==> config.mk <==
export PLATFORM = sky130hd
export DESIGN_NAME = ebcs_top
export DESIGN_NICKNAME = d
export VERILOG_FILES = /design/src/ebcs_pkg.sv /design/src/ebcs_cyc_if.sv /design/src/ebcs_cycle_seq.sv /design/src/ebcs_top.sv
export SDC_FILE = /design/constraint.sdc
export NUM_CORES = 1
export LEC_CHECK = 0
export ABC_AREA = 1
export BUFFER_PORTS_ARGS = -buffer_cell sky130_fd_sc_hd__buf_2
export CORE_MARGIN = 8
export CORE_UTILIZATION = 39
export CTS_BUF_LIST = sky130_fd_sc_hd__clkbuf_8
export CTS_CLUSTER_SIZE = 8
export DETAILED_ROUTE_END_ITERATION = 16
export GPL_ROUTABILITY_DRIVEN = 0
export GPL_TIMING_DRIVEN = 1
export PLACE_DENSITY_LB_ADDON = 0.25
export SLEW_MARGIN = 30
export SYNTH_ARGS = -nofsm -noshare
export SYNTH_HDL_FRONTEND = slang
export SYNTH_HIERARCHICAL = 1
export SYNTH_SLANG_ARGS = --single-unit
==> constraint.sdc <==
create_clock -name clk_in -period 2 [get_ports clk_in]
set_input_delay 0.3 -clock clk_in [delete_from_list [all_inputs] [get_ports clk_in]]
set_output_delay 0.3 -clock clk_in [all_outputs]
set_load 0.1 [all_outputs]
==> src/ebcs_pkg.sv <==
package ebcs_pkg;
   // Window count: default configuration plus four address windows
   localparam int unsigned NUM_WIN          = 5;
   localparam int unsigned WIN_W            = 3;
   localparam int unsigned SEG_W            = 8;
   localparam int unsigned WAIT_W           = 4;
   // Reset-latched select field encodings
   localparam logic [1:0] SEG_SEL_TWO       = 2'h3;
   localparam logic [1:0] SEG_SEL_EIGHT     = 2'h2;
   localparam logic [1:0] SEG_SEL_NONE      = 2'h1;
   localparam logic [1:0] SEG_SEL_FOUR      = 2'h0;
   localparam logic [1:0] CS_SEL_FIVE       = 2'h3;
   localparam logic [1:0] CS_SEL_NONE       = 2'h2;
   localparam logic [1:0] CS_SEL_TWO        = 2'h1;
   localparam logic [1:0] CS_SEL_THREE      = 2'h0;
   // Segment line masks for each encoding
   localparam logic [7:0] SEG_MASK_TWO      = 8'h03;
   localparam logic [7:0] SEG_MASK_EIGHT    = 8'hFF;
   localparam logic [7:0] SEG_MASK_NONE     = 8'h00;
   localparam logic [7:0] SEG_MASK_FOUR     = 8'h0F;
   // Chip select masks for each encoding
   localparam logic [4:0] CS_MASK_FIVE      = 5'h1F;
   localparam logic [4:0] CS_MASK_NONE      = 5'h00;
   localparam logic [4:0] CS_MASK_TWO       = 5'h03;
   localparam logic [4:0] CS_MASK_THREE     = 5'h07;
   // Reset values of the bus characteristics
   localparam logic [3:0] WAIT_FIELD_RST    = 4'h0;
   localparam logic [3:0] WAIT_MAX          = 4'hF;
   localparam logic [4:0] STRETCH_RST       = 5'h01;
   localparam logic [1:0] CS_MODE_RST       = 2'h0;
   // Chip select mode encoding {write mode bit, read mode bit}
   localparam logic [1:0] CS_MODE_ADDR      = 2'h0;
   localparam logic [1:0] CS_MODE_READ      = 2'h1;
   localparam logic [1:0] CS_MODE_WRITE     = 2'h2;
   localparam logic [1:0] CS_MODE_RW        = 2'h3;
   // Window code for an access with no window chip select
   localparam logic [2:0] WIN_NO_CS         = 3'h7;
endpackage

==> src/ebcs_cyc_if.sv <==
`timescale 1ns/1ps
// Cycle timing handshake between the select logic and the cycle sequencer
interface ebcs_cyc_if;
   logic                          start;
   logic                          stretch;
   logic [ebcs_pkg::WAIT_W-1:0]   wait_field;
   logic                          mux_bus;
   logic                          busy;
   logic                          ale;
   logic                          cmd;
   logic                          done;
   logic                          ale_fall;

   modport ctrl (
      output start,
      output stretch,
      output wait_field,
      output mux_bus,
      input  busy,
      input  ale,
      input  cmd,
      input  done,
      input  ale_fall
   );
   modport seq (
      input  start,
      input  stretch,
      input  wait_field,
      input  mux_bus,
      output busy,
      output ale,
      output cmd,
      output done,
      output ale_fall
   );
endinterface

==> src/ebcs_cycle_seq.sv <==
`timescale 1ns/1ps
// Sequencer of one external bus cycle, counted in half CPU clocks
module ebcs_cycle_seq (
   input  wire logic clk_in,
   input  wire logic rst_n_in,
   ebcs_cyc_if.seq   cyc
);
   typedef enum logic [2:0] {ST_IDLE, ST_ALE, ST_HOLD, ST_CMD, ST_WAIT} ebcs_seq_e;

   ebcs_seq_e        state_q;
   logic [4:0]       cnt_q;
   logic [3:0]       wait_q;

   ////////////////////////////////////////////////////////////////////////////
   // Phase state machine; half clocks of stretch become whole extra phases
   always_ff @(posedge clk_in or negedge rst_n_in) begin
      if (!rst_n_in) begin
         state_q <= ST_IDLE;
         cnt_q   <= 5'h00;
         wait_q  <= 4'h0;
      end else begin
         case (state_q)
            ST_IDLE: begin
               if (cyc.start) begin
                  state_q <= ST_ALE;
                  cnt_q   <= {4'h0, cyc.stretch};
                  // Wait states are the inverse of the field
                  wait_q  <= ebcs_pkg::WAIT_MAX - cyc.wait_field;
               end
            end
            ST_ALE: begin
               if (cnt_q == 5'h00) begin
                  state_q <= (cyc.mux_bus) ? ST_HOLD : ST_CMD;
               end else begin
                  cnt_q <= cnt_q - 5'h01;
               end
            end
            ST_HOLD: begin
               // One address hold cycle; the stretch is paid in the latch phase
               state_q <= ST_CMD;
            end
            ST_CMD: begin
               if (wait_q == 4'h0) begin
                  state_q <= ST_IDLE;
               end else begin
                  state_q <= ST_WAIT;
               end
            end
            ST_WAIT: begin
               wait_q <= wait_q - 4'h1;
               if (wait_q == 4'h1) begin
                  state_q <= ST_IDLE;
               end
            end
            default: state_q <= ST_IDLE;
         endcase
      end
   end

   // Pin phases decoded from the state
   assign cyc.busy     = (state_q != ST_IDLE);
   assign cyc.ale      = (state_q == ST_ALE);
   assign cyc.ale_fall = (state_q == ST_ALE) && (cnt_q == 5'h00);
   assign cyc.cmd      = (state_q == ST_CMD) || (state_q == ST_WAIT);
   assign cyc.done     = ((state_q == ST_CMD) && (wait_q == 4'h0)) ||
                         ((state_q == ST_WAIT) && (wait_q == 4'h1));
endmodule

==> src/ebcs_top.sv <==
`timescale 1ns/1ps
// Overview of operation
// - Byte high disable clear makes the upper byte enable pin a bus signal.
// - Byte high disable resets clear for a 16-bit bus, set otherwise.
// - Segment select field picks two, eight, none or four upper address lines.
// - Chip select count field picks five, none, two or three lines.
// - Each chip select is low inside its window, high outside it.
// - Latch strobe fall asserts matching address chip select and drives all others high.
// - Internal accesses leave chip selects unchanged.
// - Access to on-chip extension peripheral deactivates all chip selects.
// - Window without chip select line deactivates all selected lines.
// - Write and read mode bits pick address, read, write or read/write mode.
// - Address mode asserts at latch strobe fall, releases for other area or extension peripheral access.
// - Command modes assert only while matching strobe active; either write strobe.
// - Chip select zero acts as address select on first fetch after reset.
// - Lines pulled high in reset; selected driven after, others released.
// - Pull-ups on selected push-pull lines during hold; open-drain lines float.
// - Stretch bit lengthens latch strobe by half clock; multiplexed address hold is not lengthened.
// - Default configuration stretch resets to one, other windows to zero.
// - Fifteen minus wait field gives wait states; reset gives fifteen.
// - Internal accesses run full speed; external start at slowest settings except stretch in windows 1-4.
// - On 16-bit bus bytes select upper by byte enable, lower by A0.
// - Write pin config turns write pin and byte enable into byte strobes.
module ebcs_top (
   input  wire logic        clk_in,
   input  wire logic        rst_n_in,
   // Reset strapping
   input  wire logic [1:0]  segment_line_select_in,
   input  wire logic [1:0]  chip_select_count_in,
   input  wire logic        bus16_strap_in,
   input  wire logic        single_chip_in,
   // Software configuration
   input  wire logic        byte_high_disable_wr_in,
   input  wire logic        byte_high_disable_val_in,
   input  wire logic        write_pin_config_in,
   input  wire logic        cfg_wr_in,
   input  wire logic [2:0]  cfg_win_in,
   input  wire logic [1:0]  cfg_cs_mode_in,
   input  wire logic        cfg_stretch_in,
   input  wire logic [3:0]  cfg_wait_field_in,
   input  wire logic        cfg_mux_in,
   input  wire logic [4:0]  cfg_cs_open_drain_in,
   // CPU access request
   input  wire logic        acc_req_in,
   input  wire logic        acc_internal_in,
   input  wire logic        acc_xper_in,
   input  wire logic [2:0]  acc_win_in,
   input  wire logic [23:0] acc_addr_in,
   input  wire logic        acc_write_in,
   input  wire logic        acc_byte_in,
   input  wire logic        hold_acknowledge_in,
   output logic             acc_ready_out,
   output logic             acc_done_out,
   // External pins
   output logic [7:0]       upper_addr_port_out,
   output logic [7:0]       upper_addr_port_oe_out,
   output logic [4:0]       chip_select_port_out,
   output logic [4:0]       chip_select_port_oe_out,
   output logic [4:0]       chip_select_pullup_out,
   output logic             latch_strobe_out,
   output logic             read_strobe_n_out,
   output logic             write_low_strobe_n_out,
   output logic             upper_byte_enable_n_out,
   output logic             upper_byte_enable_oe_out,
   output logic             addr_bit0_out,
   output logic             byte_high_disable_out,
   output logic [3:0]       wait_states_out
);
   ebcs_cyc_if cyc ();

   logic                              cfg_done_q;
   logic [1:0]                        seg_sel_q;
   logic [1:0]                        cs_sel_q;
   logic                              byte_high_disable_q;
   logic [ebcs_pkg::NUM_WIN-1:0][1:0] mode_q;
   logic [ebcs_pkg::NUM_WIN-1:0]      stretch_q;
   logic [ebcs_pkg::NUM_WIN-1:0][3:0] wait_q;
   logic [ebcs_pkg::NUM_WIN-1:0]      mux_q;
   logic [4:0]                        cs_q;
   logic [2:0]                        cur_win_q;
   logic                              cur_write_q;
   logic                              cur_byte_q;
   logic [23:0]                       addr_q;
   logic [4:0]                        cs_mask;
   logic [7:0]                        seg_mask;
   logic [2:0]                        sel_win;

   // Segment line mask for a select code
   function automatic logic [7:0] seg_decode(input logic [1:0] sel);
      case (sel)
         ebcs_pkg::SEG_SEL_TWO:   seg_decode = ebcs_pkg::SEG_MASK_TWO;
         ebcs_pkg::SEG_SEL_EIGHT: seg_decode = ebcs_pkg::SEG_MASK_EIGHT;
         ebcs_pkg::SEG_SEL_NONE:  seg_decode = ebcs_pkg::SEG_MASK_NONE;
         default:                 seg_decode = ebcs_pkg::SEG_MASK_FOUR;
      endcase
   endfunction

   // Chip select mask for a count code
   function automatic logic [4:0] cs_decode(input logic [1:0] sel);
      case (sel)
         ebcs_pkg::CS_SEL_FIVE:  cs_decode = ebcs_pkg::CS_MASK_FIVE;
         ebcs_pkg::CS_SEL_NONE:  cs_decode = ebcs_pkg::CS_MASK_NONE;
         ebcs_pkg::CS_SEL_TWO:   cs_decode = ebcs_pkg::CS_MASK_TWO;
         default:                cs_decode = ebcs_pkg::CS_MASK_THREE;
      endcase
   endfunction

   ////////////////////////////////////////////////////////////////////////////
   // Straps are caught by the first clock after release, never in reset
   always_ff @(posedge clk_in or negedge rst_n_in) begin
      if (!rst_n_in) begin
         cfg_done_q <= 1'b0;
         seg_sel_q  <= ebcs_pkg::SEG_SEL_NONE;
         cs_sel_q   <= ebcs_pkg::CS_SEL_NONE;
      end else if (!cfg_done_q) begin
         cfg_done_q <= 1'b1;
         seg_sel_q  <= segment_line_select_in;
         cs_sel_q   <= chip_select_count_in;
      end
   end

   assign seg_mask = seg_decode(seg_sel_q);
   assign cs_mask  = cs_decode(cs_sel_q);

   ////////////////////////////////////////////////////////////////////////////
   // Byte high disable: strapped, then software writable
   always_ff @(posedge clk_in or negedge rst_n_in) begin
      if (!rst_n_in) begin
         byte_high_disable_q <= 1'b1;
      end else if (!cfg_done_q) begin
         byte_high_disable_q <= !bus16_strap_in;
      end else if (byte_high_disable_wr_in) begin
         byte_high_disable_q <= byte_high_disable_val_in;
      end
   end

   ////////////////////////////////////////////////////////////////////////////
   // Per-window bus characteristics, slowest after reset except no stretch in windows 1-4
   for (genvar w = 0; w < ebcs_pkg::NUM_WIN; w++) begin : g_win
      always_ff @(posedge clk_in or negedge rst_n_in) begin
         if (!rst_n_in) begin
            mode_q[w]    <= ebcs_pkg::CS_MODE_RST;
            stretch_q[w] <= ebcs_pkg::STRETCH_RST[w];
            wait_q[w]    <= ebcs_pkg::WAIT_FIELD_RST;
            mux_q[w]     <= 1'b1;
         end else if (cfg_wr_in && (cfg_win_in == 3'(w))) begin
            mode_q[w]    <= cfg_cs_mode_in;
            stretch_q[w] <= cfg_stretch_in;
            wait_q[w]    <= cfg_wait_field_in;
            mux_q[w]     <= cfg_mux_in;
         end
      end
   end

   ////////////////////////////////////////////////////////////////////////////
   // Start of an external cycle; internal accesses never reach the bus
   assign sel_win          = (acc_win_in < 3'(ebcs_pkg::NUM_WIN)) ? acc_win_in : 3'h0;
   assign cyc.start        = acc_req_in && !acc_internal_in && !acc_xper_in &&
                             !hold_acknowledge_in && !cyc.busy && cfg_done_q;
   assign cyc.stretch      = stretch_q[sel_win];
   assign cyc.wait_field   = wait_q[sel_win];
   assign cyc.mux_bus      = mux_q[sel_win];
   // Internal and extension accesses finish at once, full speed
   assign acc_ready_out    = cfg_done_q && !cyc.busy && !hold_acknowledge_in;
   assign acc_done_out     = cyc.done ||
                             (acc_req_in && acc_ready_out && (acc_internal_in || acc_xper_in));

   ebcs_cycle_seq u_seq (
      .clk_in   (clk_in),
      .rst_n_in (rst_n_in),
      .cyc      (cyc)
   );

   ////////////////////////////////////////////////////////////////////////////
   // Capture of the running cycle's attributes
   always_ff @(posedge clk_in or negedge rst_n_in) begin
      if (!rst_n_in) begin
         cur_win_q   <= ebcs_pkg::WIN_NO_CS;
         cur_write_q <= 1'b0;
         cur_byte_q  <= 1'b0;
         addr_q      <= 24'h000000;
      end else if (cyc.start) begin
         // Windows without a chip select line map to the no-select code
         cur_win_q   <= (acc_win_in < 3'(ebcs_pkg::NUM_WIN) && cs_mask[sel_win]) ?
                        acc_win_in : ebcs_pkg::WIN_NO_CS;
         cur_write_q <= acc_write_in;
         cur_byte_q  <= acc_byte_in;
         addr_q      <= acc_addr_in;
      end
   end

   ////////////////////////////////////////////////////////////////////////////
   // Address chip selects: change only at latch strobe fall or extension peripheral access, glitch free
   always_ff @(posedge clk_in or negedge rst_n_in) begin
      if (!rst_n_in) begin
         cs_q <= 5'h1F;
      end else if (acc_req_in && acc_xper_in && acc_ready_out) begin
         cs_q <= 5'h1F;
      end else if (cyc.ale_fall) begin
         // One line low at most; all others high in the same edge
         for (int i = 0; i < ebcs_pkg::NUM_WIN; i++) begin
            cs_q[i] <= !((cur_win_q == 3'(i)) &&
                         (mode_q[i] == ebcs_pkg::CS_MODE_ADDR));
         end
      end
      // Internal accesses fall through with cs_q held
   end

   ////////////////////////////////////////////////////////////////////////////
   // Chip select pins; command modes gated by the matching strobe
   always_comb begin
      for (int i = 0; i < ebcs_pkg::NUM_WIN; i++) begin
         case (mode_q[i])
            ebcs_pkg::CS_MODE_READ:
               chip_select_port_out[i] = !(cyc.cmd && !cur_write_q &&
                                           cur_win_q == 3'(i));
            ebcs_pkg::CS_MODE_WRITE:
               chip_select_port_out[i] = !(cyc.cmd && cur_write_q &&
                                           cur_win_q == 3'(i));
            ebcs_pkg::CS_MODE_RW:
               chip_select_port_out[i] = !(cyc.cmd && cur_win_q == 3'(i));
            default:
               chip_select_port_out[i] = cs_q[i];
         endcase
      end
   end

   // Selected lines driven after reset, released in hold with pull-ups on push-pull lines
   assign chip_select_port_oe_out = (cfg_done_q && !hold_acknowledge_in) ? cs_mask :
                                    5'h00;
   assign chip_select_pullup_out  = !cfg_done_q ? 5'h1F :
                                    hold_acknowledge_in ? (cs_mask & ~cfg_cs_open_drain_in) :
                                    5'h00;

   ////////////////////////////////////////////////////////////////////////////
   // Segment address lines and byte controls
   assign upper_addr_port_out    = addr_q[23:16] & seg_mask;
   assign upper_addr_port_oe_out = (cfg_done_q && !hold_acknowledge_in) ? seg_mask : 8'h00;
   assign addr_bit0_out          = addr_q[0];
   assign latch_strobe_out       = cyc.ale;
   assign read_strobe_n_out      = !(cyc.cmd && !cur_write_q);
   assign byte_high_disable_out  = byte_high_disable_q;
   assign wait_states_out        = ebcs_pkg::WAIT_MAX - wait_q[0];

   // Byte strobes or bus byte enable depending on write pin config
   always_comb begin
      if (write_pin_config_in) begin
         write_low_strobe_n_out  = !(cyc.cmd && cur_write_q &&
                                     (!cur_byte_q || !addr_q[0]));
         upper_byte_enable_n_out = !(cyc.cmd && cur_write_q &&
                                     (!cur_byte_q || addr_q[0]));
      end else begin
         write_low_strobe_n_out  = !(cyc.cmd && cur_write_q);
         upper_byte_enable_n_out = !(cyc.busy && (!cur_byte_q || addr_q[0]));
      end
   end

   // Pin released to general I/O when disabled
   assign upper_byte_enable_oe_out = cfg_done_q && !byte_high_disable_q &&
                                     !hold_acknowledge_in;
endmodule

==> run_results.csv <==
group,metric,value,unit
worst_hold_path,hold_path_depth,2,
logic_synthesis,synth_edf_count,0,
placed_design,dp_hpwl,8.817,mm
power,total_power,7634,uW
finish,regArea,1953,um2
finish,antenna_cells,0,
worst_setup_path,cp_num_buf_inv,2,
worst_setup_path,crit_family,"flip-flops",
worst_setup_path,crit_path_end_kind,"output port",
clocking,numCtsBuffers,9,
detailed_routing,num_vias,3972,
worst_setup_path,crit_path_max_incr_delay,0.48,ns
logic_synthesis,synth-async-reset-ratio,100.0,%
global_route,grt_max_degree,31,
detailed_routing,drt_iter0_markers,180,
worst_setup_path,path_max_fanout,6,
sta,setup_ws,-0.01106,ns
global_route,grt_first_pass_wirelength,19.62,mm
sta,slew_violations,0,
logic_synthesis,synthCells,557,
detailed_routing,routedWlPerCell,14.41,um
worst_setup_path,crit_arrival,1.71,ns
detailed_routing,ant_nets,0,
finish,fin_nets,724,
sta,fmax,0.4973,GHz
worst_setup_path,reg2reg_depth,8,
floorplan,dieArea,14660,um2
logic_synthesis,ys_warn_count,6,
floorplan,io_pins,105,
sta,fin_crit,2.011,ns
status,status,"finished with violations",
sta,finalCritPeriodShare,100.6,%
run,drv_cap,0,
placed_design,portBuffers,88,
clocking,root_buffer,"clkbuf_8",
sta,setup_tns,-0.03273,ns
clocking,cts_sinks,77,
finish,nFillCells,992,
worst_setup_path,crit_path_top_delay_cell,"dfrtp_2",
floorplan,initial_utilization,39.89,%
logic_synthesis,ys_ff_latch,77,
sta,hold_violations,0,
logic_synthesis,synth.distinct_cells,42,
floorplan,fp.dieW,121.1,um
power,leakage,0.002884,uW
floorplan,rows,38,
sta,setup_viol,4,
sta,slew_headroom,57.47,%
clocking,cts_tree,"yes",
worst_setup_path,cp_cell_sequence,"nor2_4 -> nand2_4 -> buf_4 -> o22ai_2 -> o21bai_4 -> buf_12",
global_route,antenna_found_initial,0,
clocking,clk_pin_slew,0.07,ns
detailed_routing,firstDrtPassIters,4,
sta,finClkSkew,0.007447,ns
logic_synthesis,synthTopCellsByArea,"dfrtp_1 (35%), nand2_1 (12%), dfstp_2 (10%)",
clocking,clockBufferDepth,2,
global_route,grt_usage,16.42,%
detailed_routing,wl,11.56,mm
logic_synthesis,ys.flop_type,"dfrtp_1",
sta,worst_slew_pin_slew,0.6362,ns
status,violations,"negative setup slack",
floorplan,die_h,121.1,um
logic_synthesis,yosysSeqAreaShare,45.25,%
finish,multi_input_area,2173,um2
logic_synthesis,synth_top_cell_by_area,"dfrtp_1",
logic_synthesis,yosysMostFrequentCell,"nand2_1",
worst_setup_path,start_kind,"flop",
detailed_routing,viasPerCell,4.953,
logic_synthesis,synth.avg_cell_area,7.730,um2
floorplan,core-area,10790,um2
finish,drive_gt1_share,36.25,%
global_route,grt_overflow,0,
power,power_density,1284,nW/um2
clocking,clk-insertion-delay-late,0.35,ns
worst_hold_path,hold_path_class,"input port to flop",
detailed_routing,drc,0,
worst_setup_path,worstSetupPathDepth,6,
sta,rsz0062_at_grt,"yes",
finish,syn_to_final_growth,38.13,%
clocking,htree_num_levels,3,
logic_synthesis,synth.top_cell.area_share,34.87,%
logic_synthesis,synth_common_cells,"nand2_1 (142), inv_1 (67), dfrtp_1 (60), o21ai_1 (56), nor2_1 (49)",
logic_synthesis,syn_area,4305,um2
worst_setup_path,required,1.70,ns
power,ir_drop,0.7098,mV
worst_setup_path,critical_path_class,"flop to output port",
global_route,grt_pass1_vias,4050,
logic_synthesis,synth_fp_nets,624,
sequential cells by signal (all words and copies together) (netlist names), 4 cells and up:
register,flops
mode_q,10
wait_q,20
u_seq/cnt_q,5
cs_q,5
addr_q,9
stretch_q,5
mux_q,5
u_seq/wait_q,4
power by group:
| group | total (uW) | switching (uW) | leakage (uW) | internal, uW |
|---|---|---|---|---|
| Combinational | 3810 | 2590 | 0.00184 | 1220 |
| Sequential | 2400 | 358 | 0.000914 | 2050 |
| Clock | 1420 | 570 | 0.000129 | 853 |
cells in the final DEF (no fill, tap or decap), types with 3 or more instances in the layout:
cell,Yosys,routed
a21oi_1,8,7
buf_12,0,31
buf_2,6,57
buf_4,10,17
bufinv_16,0,3
clkbuf_8,0,10
dfrtp_1,60,56
dfrtp_2,0,4
dfstp_2,17,17
ha_1,6,4
inv_1,67,63
inv_2,16,21
inv_4,2,3
nand2_1,142,138
nand2_2,7,7
nand2_4,2,4
nand3_1,24,22
nand3_2,4,5
nand3b_1,7,7
nand4_1,12,12
nor2_1,49,32
nor2_2,6,14
nor2_4,1,10
nor3_1,6,4
o211ai_1,9,9
o21ai_0,12,9
o21ai_1,56,53
o21ai_2,9,15
worst register-to-register path: cells and delay by family (launching register included):
kind,cells,cell delay (ns)
simple gates,4,0.57
flops,1,0.40
buf+inv,2,0.31
fa+ha+maj,1,0.21
compound gates,1,0.08
stage by stage:
stage                     instance area (um2)  worst slack [ns]  hold slack, ns  utilization, %  instances
after floorplan                          4472           -0.4970        0.004409               -        557
after global placement                   5484           0.01794          0.3340           50.81        776
after detailed placement                 5484          -0.05536          0.3485           50.81        776
after CTS                                5898          -0.03090         0.08332           54.65        800
after global routing                     5947           -0.1078         0.08634           55.10        802
final                                    5947          -0.01106         0.09804           55.10        802
layer usage:
metal	wire length [um]	track usage, %	part of all wire (%)
met1	5293	20.99	46
met2	5525	26.53	48
met3	597	3.909	5.2
met4	141	5.777	1.2
met5	0	0	0
repair_timing:
action                     in CTS  in global routing
setup endpoints to repair      12                 16
setup buffers                   7                  2
hold buffers                    1                  0
pin swaps                       9                  7
gates resized for setup        32                 10
cloned                          0                  0
hold endpoints to repair       18                  0
area by class of cell:
type	count	share of cell area [%]
sequential	77	32.84
inverter	86	5.639
tap	140	2.946
clock inverter	6	1.725
timing repair buffer	109	17.99
multi-input combinational	374	36.55
clock buffer	10	2.314
cells by family (layout without fill, tap and decap cells):
logic type / count (synthesis) / after routing / synth area share (%)
simple gates: 265 / 265 / 28.07
xor+xnor: 1 / 1 / 0.2035
buf+inv: 106 / 211 / 11.13
compound gates: 101 / 101 / 13.51
flops: 77 / 77 / 45.25
other cells: 1 / 1 / 0.08710
fa+ha+maj: 6 / 6 / 1.744
final timing paths:
check	startpoint	endpoint	slack [ns]
worst max-delay path	u_seq/state_q[0]	acc_done_out	-0.01
worst min-delay path	bus16_strap_in	byte_high_disable_out	0.1
worst max register to register	u_seq/cnt_q[0]	cs_q[4]	0.35
worst min register to register	mux_q[1]	mux_q[1]	0.48
max in group asynchronous	rst_n_in	cs_q[1]	0.84
min in group asynchronous	rst_n_in	addr_q[19]	0.50
(Power assumes the default switching activity.)
